### config.mk
export PLATFORM = sky130hd
export DESIGN_NAME = fcs_sequencer
export DESIGN_NICKNAME = d
export VERILOG_FILES = /design/src/fcs_pkg.sv /design/src/fcs_flash_port.sv /design/src/fcs_sequencer.sv
export VERILOG_INCLUDE_DIRS = /design/src /design/src/src
export SDC_FILE = /design/constraint.sdc
export NUM_CORES = 1
export LEC_CHECK = 0
export BUFFER_PORTS_ARGS = -buffer_cell sky130_fd_sc_hd__buf_2
export CORE_ASPECT_RATIO = 1.1
export CORE_UTILIZATION = 50
export CTS_CLUSTER_DIAMETER = 100
export DETAILED_ROUTE_END_ITERATION = 10
export PLACE_DENSITY_LB_ADDON = 0.05
export SYNTH_ARGS = -nofsm -noshare
export SYNTH_HDL_FRONTEND = slang
export SYNTH_HIERARCHICAL = 1
export SYNTH_SLANG_ARGS = --single-unit
export TNS_END_PERCENT = 100
### constraint.sdc
create_clock -name core_clk -period 2.8 [get_ports core_clk]
set_input_delay 0.14 -clock core_clk [delete_from_list [all_inputs] [get_ports core_clk]]
set_output_delay 0.14 -clock core_clk [all_outputs]
set_load 0.02 [all_outputs]
### src/fcs_params.svh
// Purpose: constants of the flash command sequencer (offsets, fields, resets, sizes)
// Assumes: 32-bit APB data, one register per aligned word
// Notes:   shared by the package and both design modules
`ifndef FCS_PARAMS_SVH
`define FCS_PARAMS_SVH

`define FCS_ADDR_W          15
`define FCS_PADDR_W         12

// register byte offsets
`define FCS_OFS_CTRL        12'h000
`define FCS_OFS_ADDR_HI     12'h004
`define FCS_OFS_ADDR_LO     12'h008
`define FCS_OFS_END_HI      12'h00c
`define FCS_OFS_END_LO      12'h010
`define FCS_OFS_WBUF3       12'h014
`define FCS_OFS_WBUF2       12'h018
`define FCS_OFS_WBUF1       12'h01c
`define FCS_OFS_WBUF0       12'h020
`define FCS_OFS_STAT_HI     12'h024
`define FCS_OFS_STAT_LO     12'h028
`define FCS_OFS_MODE        12'h02c

// field positions
`define FCS_CTRL_LAUNCH_BIT 7
`define FCS_STH_DONE_BIT    6
`define FCS_STL_PFAIL_BIT   1
`define FCS_STL_EFAIL_BIT   0
`define FCS_MODE_AREA_BIT   5

// command codes
`define FCS_CMD_NONE        3'h0
`define FCS_CMD_WRITE       3'h1
`define FCS_CMD_ERASE       3'h4

// reset values
`define FCS_RST_BYTE        8'h00
`define FCS_RST_WORD        32'h0000_0000
`define FCS_RST_ADDR        15'h0000

// address masks per variant and erase block sizes
`define FCS_MASK_SMALL      15'h1fff
`define FCS_MASK_WIDE       15'h7fff
`define FCS_END_GRAIN_MASK  15'h7ffc
`define FCS_CODE_BLK_BYTES  15'h0400
`define FCS_DATA_BLK_BYTES  15'h0200

`endif

### src/fcs_pkg.sv
// Purpose: types of the flash command sequencer
// Assumes: fcs_params.svh supplies widths
// Notes:   state of each module is one packed struct
`include "fcs_params.svh"

package fcs_pkg;

    typedef enum logic [1:0] {
        ST_IDLE,
        ST_RUN,
        ST_DONE
    } fcs_state_e;

    // request toward the flash array
    typedef struct packed {
        logic                    req;
        logic                    erase;
        logic                    area;
        logic [`FCS_ADDR_W-1:0]  addr;
        logic [31:0]             wdata;
    } fcs_flash_req_s;

    // answer from the flash array
    typedef struct packed {
        logic ack;
        logic fail;
    } fcs_flash_rsp_s;

    typedef struct packed {
        logic                    busy;
        logic                    done;
        logic                    fail;
        logic [`FCS_ADDR_W-1:0]  last;
        fcs_flash_req_s          out;
    } fcs_port_s;

    typedef struct packed {
        fcs_state_e              state;
        logic [2:0]              cmd;
        logic                    launch;
        logic [`FCS_ADDR_W-1:0]  addr;
        logic [`FCS_ADDR_W-1:0]  end_addr;
        logic [31:0]             wbuf;
        logic                    area;
        logic                    done;
        logic                    pfail;
        logic                    efail;
        logic                    go;
        logic [31:0]             prdata;
    } fcs_core_s;

endpackage : fcs_pkg

### src/fcs_flash_port.sv
// Purpose: drives word writes and block-by-block erases onto the flash array port
// Assumes: array answers each held request with a one-cycle ack (fail alongside)
// Notes:   request drops for one cycle between erase blocks
`timescale 1ns/1ps
`default_nettype none
`include "fcs_params.svh"

module fcs_flash_port
    import fcs_pkg::*;
(
    input  wire logic                   core_clk,
    input  wire logic                   rst,
    input  wire logic                   go,
    input  wire logic                   is_erase,
    input  wire logic                   area,
    input  wire logic [`FCS_ADDR_W-1:0] start_addr,
    input  wire logic [`FCS_ADDR_W-1:0] end_addr,
    input  wire logic [31:0]            wdata,
    input  wire fcs_flash_rsp_s         fl_rsp,
    output var  fcs_flash_req_s         fl_req,
    output logic                        done,
    output logic                        fail
);

    fcs_port_s q;
    fcs_port_s d;
    logic [`FCS_ADDR_W-1:0] blk;

    always_comb begin
        d      = q;
        d.done = 1'b0;
        // erase unit depends on the selected area
        blk    = area ? `FCS_DATA_BLK_BYTES : `FCS_CODE_BLK_BYTES;
        if (!q.busy) begin
            if (go) begin
                d.busy      = 1'b1;
                d.fail      = 1'b0;
                d.out.req   = 1'b1;
                d.out.erase = is_erase;
                d.out.area  = area;
                d.out.wdata = wdata;
                d.last      = end_addr;
                // erase starts at the block holding the start address
                d.out.addr  = is_erase ? (start_addr & ~(blk - 15'h0001)) : start_addr;
            end
        end else if (q.out.req) begin
            if (fl_rsp.ack) begin
                d.out.req = 1'b0;
                if (fl_rsp.fail) begin
                    d.fail = 1'b1;
                end
                if (q.out.erase && ((q.out.addr | (blk - 15'h0001)) < q.last)) begin
                    d.out.addr = q.out.addr + blk;
                end else begin
                    // a write is one word, one request only
                    d.busy = 1'b0;
                    d.done = 1'b1;
                end
            end
        end else begin
            d.out.req = 1'b1;
        end
    end

    always_ff @(posedge core_clk or posedge rst) begin
        if (rst) begin
            q <= '0;
        end else begin
            q <= d;
        end
    end

    assign fl_req = q.out;
    assign done   = q.done;
    assign fail   = q.fail;

endmodule : fcs_flash_port
`default_nettype wire

### src/fcs_sequencer.sv
// Purpose: APB-mapped flash command sequencer: registers, command launch, completion
// Assumes: zero-wait APB slave; flash array answers through fcs_flash_port
// Notes:   read data are sampled in the setup cycle of each read
// Function
// - writing launch bit to one starts the selected command
// - codes: 0 none (reset), 1 word write, 4 block erase; others prohibited
// - write command programs the 32-bit buffer at the pointer address
// - code area write programs exactly one 4-byte word
// - data area write programs exactly one 4-byte word
// - erase clears every block from start address to end address
// - data area addresses are offsets from the data area base
// - address pointer 13 or 15 bits, unused high bits read zero
// - end pointer same width, its two low bits read zero
// - write buffer is four byte registers, high byte to low byte
// - control, pointers and buffer bytes reset to zero
// - a code area erase block is 1 Kbyte
// - done flag at status-high bit 6 set when command finishes
// - software clears launch, then device clears done flag
// - write fail at status-low bit 1, erase fail at bit 0
// - area select bit 5: zero code area, one data area
`timescale 1ns/1ps
`default_nettype none
`include "fcs_params.svh"

module fcs_sequencer
    import fcs_pkg::*;
#(
    parameter bit WIDE_VARIANT = 1'b1
) (
    input  wire logic                    core_clk,
    input  wire logic                    rst,
    input  wire logic                    psel,
    input  wire logic                    penable,
    input  wire logic                    pwrite,
    input  wire logic [`FCS_PADDR_W-1:0] paddr,
    input  wire logic [31:0]             pwdata,
    output logic [31:0]                  prdata,
    output logic                         pready,
    output logic                         pslverr,
    input  wire fcs_flash_rsp_s          fl_rsp,
    output var  fcs_flash_req_s          fl_req,
    output logic                         busy
);

    localparam logic [`FCS_ADDR_W-1:0] ADDR_MASK =
        WIDE_VARIANT ? `FCS_MASK_WIDE : `FCS_MASK_SMALL;
    localparam logic [`FCS_ADDR_W-1:0] END_MASK  =
        `FCS_END_GRAIN_MASK;

    fcs_core_s q;
    fcs_core_s d;

    logic port_done;
    logic port_fail;
    logic wr_en;
    logic addr_hit;
    logic locked;

    assign wr_en  = psel && penable && pwrite;
    assign locked = (q.state != ST_IDLE);

    always_comb begin
        case (paddr)
            `FCS_OFS_CTRL, `FCS_OFS_ADDR_HI, `FCS_OFS_ADDR_LO,
            `FCS_OFS_END_HI, `FCS_OFS_END_LO, `FCS_OFS_WBUF3,
            `FCS_OFS_WBUF2, `FCS_OFS_WBUF1, `FCS_OFS_WBUF0,
            `FCS_OFS_STAT_HI, `FCS_OFS_STAT_LO, `FCS_OFS_MODE: addr_hit = 1'b1;
            default: addr_hit = 1'b0;
        endcase
    end

    function automatic logic [31:0] read_mux(input fcs_core_s s,
                                             input logic [`FCS_PADDR_W-1:0] a);
        logic [31:0] r;
        r = `FCS_RST_WORD;
        case (a)
            `FCS_OFS_CTRL: begin
                r[`FCS_CTRL_LAUNCH_BIT] = s.launch;
                r[2:0]                  = s.cmd;
            end
            `FCS_OFS_ADDR_HI: r[6:0] = s.addr[14:8];
            `FCS_OFS_ADDR_LO: r[7:0] = s.addr[7:0];
            `FCS_OFS_END_HI:  r[6:0] = s.end_addr[14:8];
            `FCS_OFS_END_LO:  r[7:0] = s.end_addr[7:0];
            `FCS_OFS_WBUF3:   r[7:0] = s.wbuf[31:24];
            `FCS_OFS_WBUF2:   r[7:0] = s.wbuf[23:16];
            `FCS_OFS_WBUF1:   r[7:0] = s.wbuf[15:8];
            `FCS_OFS_WBUF0:   r[7:0] = s.wbuf[7:0];
            `FCS_OFS_STAT_HI: r[`FCS_STH_DONE_BIT] = s.done;
            `FCS_OFS_STAT_LO: begin
                r[`FCS_STL_PFAIL_BIT] = s.pfail;
                r[`FCS_STL_EFAIL_BIT] = s.efail;
            end
            `FCS_OFS_MODE:    r[`FCS_MODE_AREA_BIT] = s.area;
            default:          r = `FCS_RST_WORD;
        endcase
        return r;
    endfunction : read_mux

    always_comb begin
        d    = q;
        d.go = 1'b0;

        if (psel && !penable && !pwrite) begin
            d.prdata = read_mux(q, paddr);
        end

        // register writes; only the launch bit stays writable while locked
        if (wr_en) begin
            case (paddr)
                `FCS_OFS_CTRL: begin
                    d.launch = pwdata[`FCS_CTRL_LAUNCH_BIT];
                    if (!locked) begin
                        d.cmd = pwdata[2:0];
                    end
                end
                `FCS_OFS_ADDR_HI: if (!locked) begin
                    d.addr[14:8] = pwdata[6:0] & ADDR_MASK[14:8];
                end
                `FCS_OFS_ADDR_LO: if (!locked) begin
                    d.addr[7:0] = pwdata[7:0];
                end
                `FCS_OFS_END_HI: if (!locked) begin
                    d.end_addr[14:8] = pwdata[6:0] & ADDR_MASK[14:8];
                end
                `FCS_OFS_END_LO: if (!locked) begin
                    d.end_addr[7:0] = pwdata[7:0] & END_MASK[7:0];
                end
                `FCS_OFS_WBUF3: if (!locked) begin
                    d.wbuf[31:24] = pwdata[7:0];
                end
                `FCS_OFS_WBUF2: if (!locked) begin
                    d.wbuf[23:16] = pwdata[7:0];
                end
                `FCS_OFS_WBUF1: if (!locked) begin
                    d.wbuf[15:8] = pwdata[7:0];
                end
                `FCS_OFS_WBUF0: if (!locked) begin
                    d.wbuf[7:0] = pwdata[7:0];
                end
                `FCS_OFS_MODE: if (!locked) begin
                    d.area = pwdata[`FCS_MODE_AREA_BIT];
                end
                default: ;
            endcase
        end

        case (q.state)
            ST_IDLE: begin
                if (wr_en && (paddr == `FCS_OFS_CTRL) && pwdata[`FCS_CTRL_LAUNCH_BIT]) begin
                    d.pfail = 1'b0;
                    d.efail = 1'b0;
                    if ((pwdata[2:0] == `FCS_CMD_WRITE) ||
                        (pwdata[2:0] == `FCS_CMD_ERASE)) begin
                        d.go    = 1'b1;
                        d.state = ST_RUN;
                    end else begin
                        // no or prohibited command: finish at once, nothing touched
                        d.done  = 1'b1;
                        d.state = ST_DONE;
                    end
                end
            end
            ST_RUN: begin
                if (port_done) begin
                    d.done  = 1'b1;
                    d.state = ST_DONE;
                    if (q.cmd == `FCS_CMD_ERASE) begin
                        d.efail = port_fail;
                    end else begin
                        d.pfail = port_fail;
                    end
                end
            end
            ST_DONE: begin
                if (!q.launch) begin
                    d.done  = 1'b0;
                    d.state = ST_IDLE;
                end
            end
            default: d.state = ST_IDLE;
        endcase
    end

    always_ff @(posedge core_clk or posedge rst) begin
        if (rst) begin
            q <= '0;
        end else begin
            q <= d;
        end
    end

    // data area addresses pass through unchanged as offsets from its base
    fcs_flash_port u_port (
        .core_clk   (core_clk),
        .rst        (rst),
        .go         (q.go),
        .is_erase   (q.cmd == `FCS_CMD_ERASE),
        .area       (q.area),
        .start_addr (q.addr),
        .end_addr   (q.end_addr),
        .wdata      (q.wbuf),
        .fl_rsp     (fl_rsp),
        .fl_req     (fl_req),
        .done       (port_done),
        .fail       (port_fail)
    );

    assign prdata  = q.prdata;
    assign pready  = 1'b1;
    assign pslverr = psel && penable && !addr_hit;
    assign busy    = locked;

    // ---------------- assertions ----------------
    property p_launch;
        @(posedge core_clk) disable iff (rst)
        (q.state == ST_IDLE && wr_en && paddr == `FCS_OFS_CTRL && pwdata[7] &&
         pwdata[2:0] == `FCS_CMD_WRITE) |=> (q.go && q.state == ST_RUN) ##1 fl_req.req;
    endproperty
    a_launch: assert property (p_launch)
        else $error("launch did not start a write");

    property p_codes;
        @(posedge core_clk) disable iff (rst)
        q.go |-> (q.cmd == `FCS_CMD_WRITE || q.cmd == `FCS_CMD_ERASE);
    endproperty
    a_codes: assert property (p_codes)
        else $error("operation started with an invalid code");

    property p_wdata;
        @(posedge core_clk) disable iff (rst)
        ($rose(fl_req.req) && !fl_req.erase) |-> (fl_req.wdata == q.wbuf &&
                                                  fl_req.addr == q.addr);
    endproperty
    a_wdata: assert property (p_wdata)
        else $error("write request does not carry buffer and pointer");

    property p_single_word;
        @(posedge core_clk) disable iff (rst)
        (fl_req.req && !fl_req.erase && fl_rsp.ack) |=> !fl_req.req ##1 !fl_req.req;
    endproperty
    a_single_word: assert property (p_single_word)
        else $error("write issued more than one word");

    property p_erase_start;
        @(posedge core_clk) disable iff (rst)
        ($past(q.go) && fl_req.erase) |-> fl_req.addr == (q.addr & ~(q.area ?
            (`FCS_DATA_BLK_BYTES - 15'h0001) : (`FCS_CODE_BLK_BYTES - 15'h0001)));
    endproperty
    a_erase_start: assert property (p_erase_start)
        else $error("erase did not start at the block of the start address");

    property p_addr_width;
        @(posedge core_clk) disable iff (rst)
        ((q.addr | q.end_addr) & ~ADDR_MASK) == '0;
    endproperty
    a_addr_width: assert property (p_addr_width)
        else $error("unused pointer bits became set");

    property p_end_grain;
        @(posedge core_clk) disable iff (rst)
        q.end_addr[1:0] == 2'b00;
    endproperty
    a_end_grain: assert property (p_end_grain)
        else $error("end pointer low bits not zero");

    property p_done_set;
        @(posedge core_clk) disable iff (rst)
        (q.state == ST_RUN && port_done) |=> q.done && q.state == ST_DONE;
    endproperty
    a_done_set: assert property (p_done_set)
        else $error("done flag not set on completion");

    property p_done_clear;
        @(posedge core_clk) disable iff (rst)
        (q.done && !q.launch) |=> !q.done ##1 (q.state == ST_IDLE || q.go || q.done);
    endproperty
    a_done_clear: assert property (p_done_clear)
        else $error("done flag not cleared after launch cleared");

    property p_fail_report;
        @(posedge core_clk) disable iff (rst)
        (q.state == ST_RUN && port_done && port_fail && q.cmd == `FCS_CMD_ERASE)
            |=> q.efail && !q.pfail;
    endproperty
    a_fail_report: assert property (p_fail_report)
        else $error("erase failure not reported");

    property p_lock;
        @(posedge core_clk) disable iff (rst)
        (locked && wr_en && paddr != `FCS_OFS_CTRL) |=>
            $stable(q.addr) && $stable(q.wbuf) && $stable(q.end_addr);
    endproperty
    a_lock: assert property (p_lock)
        else $error("register changed while a command ran");

    property p_write_fail;
        @(posedge core_clk) disable iff (rst)
        (q.state == ST_RUN && port_done && port_fail && q.cmd == `FCS_CMD_WRITE)
            |=> q.pfail && !q.efail;
    endproperty
    a_write_fail: assert property (p_write_fail)
        else $error("write failure not reported");

    property p_req_hold;
        @(posedge core_clk) disable iff (rst)
        (fl_req.req && !fl_rsp.ack) |=> fl_req.req && $stable(fl_req.addr);
    endproperty
    a_req_hold: assert property (p_req_hold)
        else $error("flash request dropped before its answer");

    property p_no_cmd;
        @(posedge core_clk) disable iff (rst)
        (q.state == ST_IDLE && wr_en && paddr == `FCS_OFS_CTRL && pwdata[7] &&
         pwdata[2:0] != `FCS_CMD_WRITE && pwdata[2:0] != `FCS_CMD_ERASE)
            |=> (q.done && !q.go) ##1 !fl_req.req;
    endproperty
    a_no_cmd: assert property (p_no_cmd)
        else $error("prohibited code reached the flash array");

    property p_launch_erase;
        @(posedge core_clk) disable iff (rst)
        (q.state == ST_IDLE && wr_en && paddr == `FCS_OFS_CTRL && pwdata[7] &&
         pwdata[2:0] == `FCS_CMD_ERASE) |=> q.go ##1 (fl_req.req && fl_req.erase);
    endproperty
    a_launch_erase: assert property (p_launch_erase)
        else $error("launch did not start an erase");

    property p_wbuf_write;
        @(posedge core_clk) disable iff (rst)
        (!locked && wr_en && paddr == `FCS_OFS_WBUF0) |=> q.wbuf[7:0] == $past(pwdata[7:0]);
    endproperty
    a_wbuf_write: assert property (p_wbuf_write)
        else $error("buffer byte not stored");

    c_write_done: cover property (@(posedge core_clk) disable iff (rst)
        q.state == ST_RUN && !fl_req.erase && port_done);
    c_erase_multi: cover property (@(posedge core_clk) disable iff (rst)
        fl_req.erase && fl_rsp.ack ##1 !fl_req.req ##1 fl_req.req);
    c_fail: cover property (@(posedge core_clk) disable iff (rst)
        q.state == ST_RUN && port_done && port_fail);
    c_bad_code: cover property (@(posedge core_clk) disable iff (rst)
        q.state == ST_IDLE ##1 q.state == ST_DONE);

endmodule : fcs_sequencer
`default_nettype wire

Yosys cells after proc, flatten, opt, wreduce, memory -nomap -nowiden
Index checks and enable logic that the tools add are counted.

storage, ports and cells
  register bits after elaboration = 145
  input bits = 51
  output and inout port bits = 85
  logic and storage cells = 137

operators by class
  add/sub/neg operators = 2
  magnitude comparators = 1
  equality and inequality tests = 26
  muxes and demuxes = 40
  bitwise gates (word level) = 5
  reductions and logical operators = 37

operators with widths
  cell                   number
  $mux 15                5
  $mux 66                1
  $eq 12x5->1 const B    4
  $eq 12x6->1 const B    4
  $reduce_and 3->1       11
  $pmux 1 s9             3
  $eq 12x4->1 const B    2
  $pmux 2 s9             1
  $ne 2x2->1 const B     8
  $pmux 2 s8             1
  $reduce_and 4->1       4
  $add 15x15->15         1
  $and 15x15->15         1
  $lt 15x15->1           1
  $mux 1                 15
  $not 15->15            1
  $or 15x15->15          1
  $sub 15x1->15 const B  1
  $eq 12x3->1 const B    1
  $logic_not 12->1       1
  $reduce_or 12->1       1
  $mux 11                1
  $mux 2                 5
  $mux 3                 3
  19 further kinds       34

Depth between registers and ports, before layout
  depth after elaboration = 9
  depth in mapped cells = 9
  mapped depth without buffers = 9

By module
The synthesis kept the hierarchy.

modules (own cells, without submodules)
  module          instances  cells an instance  area each (µm²)  sequential area each (µm²)
  fcs_sequencer   1          380                4414.2           1976.9
  fcs_flash_port  1          337                2977.9           1476.4

Worst setup path before layout
Ideal clock, no wire load.

  path type = reg2reg
  start point = reg q[36] (netlist name)
  end point = reg u_port.q, in the netlist u_port/fl_req[44]
  data arrival time = 1936 ps
  data required time = 2661 ps
  path slack = 725 ps
  stages on the path, launching flop included = 9
  buffers on the path = 0
  cell sequence = dfrtp_1 -> ha_1 -> inv_1 -> ha_1 -> o21ai_0 -> a21oi_1 -> nor2_4 -> a31oi_1 -> or4b_1

on the way
  word-level cells in the longest chain between the ends = 7
  elaborated cells on any way between the ends = 16

RTL lines
  what                                                                 line                                        source
  start: declaration                                                   fcs_sequencer.sv:50                         fcs_core_s q;
  start signal: assignment                                             fcs_sequencer.sv:187                        q <= '0;
  start signal: assignment                                             fcs_sequencer.sv:189                        q <= d;
  $mux 11 (no source line) *                                           --
  $sub 15x1->15                                                        fcs_flash_port.sv:44, fcs_flash_port.sv:52
  $or 15x15->15 / $not 15->15 (equally long branches)                  fcs_flash_port.sv:52, fcs_flash_port.sv:44
  $lt 15x15->1 / $and 15x15->15 (equally long branches)                fcs_flash_port.sv:52, fcs_flash_port.sv:44
  $logic_and 1x1->1 / $mux 15 (equally long branches)                  fcs_flash_port.sv:52, fcs_flash_port.sv:44
  $ne 2x2->1 (no source line) / $mux 66 (equally long branches)        --
  $reduce_and 4->1 (no source line) / $mux 15 (equally long branches)  --
  end signal: assignment                                               fcs_flash_port.sv:67                        q <= '0;
  end signal: assignment                                               fcs_flash_port.sv:69                        q <= d;
  end: declaration                                                     fcs_flash_port.sv:25                        fcs_port_s q;

Every way passes the cells marked *; elsewhere a longest branch is shown, timed or not. The select of a mux whose other input is x is not followed.
A chain may end at the register's enable or synchronous reset.

Final worst setup path
Same ends and word-level chain as after synthesis.

==> summary.md <==
| Metric | Value |
|---|---|
| # fillers | 1281 |
| Cell Chain, Critical Path | ha_1, inv_1, ha_1, o21ai_0, a21oi_1, nor2_4, a31oi_1, or4b_1 |
| Core Region | 14400 µm² |
| Vias in the first global route | 5109 |
| Minimum clock period | 2.30 ns |
| Commonest non-fill, non-tap cell in the layout | nand2_1 |
| Clock Latency Late Sink | 0.43 ns |
| DR vias | 5226 |
| Mapped Avg Cell Area | 10.3 µm² |
| Die Y | 130 µm |
| Synth top area share | 0.467 |
| Setup crit start kind | flip-flop |
| TritonCTS Buffers | 17 |
| Die area | 15300 µm² |
| Finished Layout Cells | 947 |
| Met2 usage | 0.418 |
| Post-synth EDFFs | 0 |
| Area after DPL | 7500 µm² |
| Crit path max-delay cell type | or4b_1 |
| RSZ-0062 raised after global routing | false |
| Worst Max-Slew Pin Slew | 1.13 ns |
| Multi-input logic area | 3170 µm² |
| IO Port Bufs | 86 |
| HP Class | in2reg |
| NetSw | 0.00121 W |
| Combinational Power Share | 0.098 |
| Tot Pwr | 0.00506 W |
| Post-CTS setup buffer count | 0 |
| Slew HR | 0.245 |
| Final Cell Area | 8180 µm² |
| Root Buffer | clkbuf_16 |
| Core Rows | 46 |
| Post-detailed-route wirelength per cell | 19.8 µm |
| Leakage | 4.22 nW |
| GRT Overall Usage | 0.258 |
| Worst EP arrival | 2.60 ns |
| Cell taking the most area after synthesis | dfrtp_1 |
| Initial Util | 0.512 |
| Clk_skew | 0.0145 ns |
| Detailed placement HPWL | 13400 µm |
| Dpl cells | 914 |
| Final Max Slew Viols | 0 |
| Max Root-Sink Buffers | 2 |
| Share of layout cells above drive strength 1 | 0.311 |
| H-tree depth | 4 |
| Grt met3 use | 0.0480 |
| Synth Cell Area | 7390 µm² |
| Count of final setup violators | 0 |
| Largest net degree at the start of global routing | 63 |
| First-pass GRT wire length | 29200 µm |
| M1 GR Usage | 0.332 |
| Period utilization | 0.822 |
| Synthesis warning total | 6 |
| Synth cell types | 69 |
| Switching share of power | 0.239 |
| Critical path peak fanout | 9 |
| Cell Pwr Density | 619 nW/µm² |
| Post-Syn Instances | 717 |
| # Max-Cap Violations | 0 |
| Fmax | 0.435 GHz |
| Worst path top cell family by delay | simple AND/OR/NAND/NOR gates |
| Nets@finish | 807 |
| Area growth syn-to-layout | 10.6% |
| Final Hold Violating Endpoints | 0 |
| Most frequent cells in the layout | 154 x nand2_1, 138 x dfrtp_1, 86 x buf_2, 64 x mux2_2, 25 x conb_1 |
| DR vias/cell | 5.52 |
| Register area | 3450 µm² |
| Outcome | completed |
| P_int | 0.00385 W |
| CP bufs+invs | 1 |
| Fraction of registers with async set/reset | 1.00 |
| DRC | 0 |
| Final WL | 18700 µm |
| Clock power share | 0.495 |
| Synth area leaders | dfrtp_1 47%, mux2_2 9.7%, buf_4 8.4% |
| CTS tree | yes |
| Detailed-router iteration count before antenna repair | 5 |
| Worst path max stage delay | 0.51 ns |
| Critical Path RT | 3.10 ns |
| Crit end category | flip-flop |
| Crit-path most repeated cell | ha_1 |
| Register area share after synthesis | 0.467 |
| Gr ovfl total | 0 |
| I/O pin cnt | 136 |
| # diodes | 0 |
| Sequential group share of total power | 0.408 |
| Flops & latches, synth | 138 |
| Crit Path Class | reg2reg |
| Routed Antenna Nets | 0 |
| Synth Flop Type | dfrtp_1 |
| CTS Sinks | 138 |
| Initial antenna violation count | 0 |
| Most used routing layer | met2 |
| First DRT Iteration DRCs | 367 |
| GP Congestion | 0.854 |
| Max VDD drop | 360 µV |
| Clock slew at reported path FFs | 0.06 ns |
| Setup TNS Final | 0 ns |
| Die Wd | 118 µm |
[cell usage after synthesis, drive strengths merged, types with 2 or more instances]
cell type,count
a221oi,3
mux4,4
and3,5
and2,3
nor2b,4
nand2,155
buf,97
or3b,2
o21ai,24
nor3b,5
a221o,2
nand3,19
nor3,15
a32o,2
and2b,2
o211ai,2
o32ai,2
mux2,73
dfrtp,138
a22o,2
a21oi,10
or2,2
nor4,9
ha,12
nor2,18
inv,21
nand2b,6
and4,3
clkbuf,21
conb,2
mux2i,8
or4,3
a22oi,8
o22ai,4
a31oi,7
nand4,4
[area by class of cell]
| class | instances | share of cell area |
|---|---|---|
| Sequential cell | 138 | 0.422 |
| Multi-Input combinational cell | 463 | 0.387 |
| Timing Repair Buffer | 102 | 0.0710 |
| Clock buffer | 20 | 0.0571 |
| Tap cell | 192 | 0.0294 |
| Clock inverter | 11 | 0.0234 |
| Inverter | 21 | 0.00964 |
[stage by stage]
stage	setup WS, ns	utilization	hold slack, ns
6_report	0.499	0.566	0.101
5_1_grt	0.306	0.566	0.100
4_1_cts	0.495	0.566	0.0893
3_5_place_dp	0.497	0.519	0.342
3_3_place_gp	0.495	0.519	0.318
2_1_floorplan	0.637	-	0.285
[registers in the layout, summed over array words and instances, names as in the netlist]
signal	flops
u_port/fl_req	50
prdata	8
u_port/done	1
u_port/q	7
q	71
u_port/fail	1
[per-layer routing]
layer	wire (µm)	vias up
met5	0	-
met2	8970	181
met4	595	0
met3	932	35
met1	8250	2599
li1	-	2411
[worst paths after layout]
kind / start / end / slack, ns / cells after the start
min in group asynchronous: rst / u_port/fl_req[10]$_DFFE_PP0P_ / 0.43 / 3
min: fl_rsp[1] / u_port/fl_req[49]$_DFFE_PP0P_ / 0.10 / 3
max: q[36]$_DFFE_PP0P_ / u_port/fl_req[44]$_DFFE_PP0P_ / 0.50 / 8
min reg2reg: u_port/fl_req[38]$_DFFE_PP0P_ / u_port/fl_req[38]$_DFFE_PP0P_ / 0.46 / 2
max reg2reg: q[36]$_DFFE_PP0P_ / u_port/fl_req[44]$_DFFE_PP0P_ / 0.50 / 8
max in group asynchronous: rst / u_port/fl_req[39]$_DFFE_PP0P_ / 1.56 / 4
[repair_timing]
action                                 in CTS  in global routing
hold buffers                                2                  0
setup endpoints to repair                   0                  0
resized for setup                           0                  0
endpoints found under the hold margin      70                  0
[power groups by stage]
| stage | registers (W) | clock network [W] | logic (W) |
|---|---|---|---|
| detailed placement | 0.00210 | 0 | 0.000484 |
| finish | 0.00206 | 0.00250 | 0.000494 |
| global placement | 0.00210 | 0 | 0.000471 |
| CTS | 0.00206 | 0.00254 | 0.000494 |
| floorplan | 0.00208 | 0 | 0.000395 |
| global route | 0.00206 | 0.00262 | 0.000542 |
[logic make-up after synthesis]
group                    count (synthesis)  share of synthesized area
AND/OR/NAND/NOR                        261                      0.179
buffers and inverters                  139                      0.117
flip-flops                             138                      0.467
multiplexers                            85                      0.139
AO/OA/AOI/OAI                           77                     0.0714
adder cells (fa/ha/maj)                 13                     0.0230
other                                    2                    0.00102
XOR/XNOR                                 2                    0.00237
[worst min-delay path: stages]
cell and delay, ns:
buf_2 0.08, and3_4 0.22, nor2_1 0.05
(Power assumes the default switching activity.)
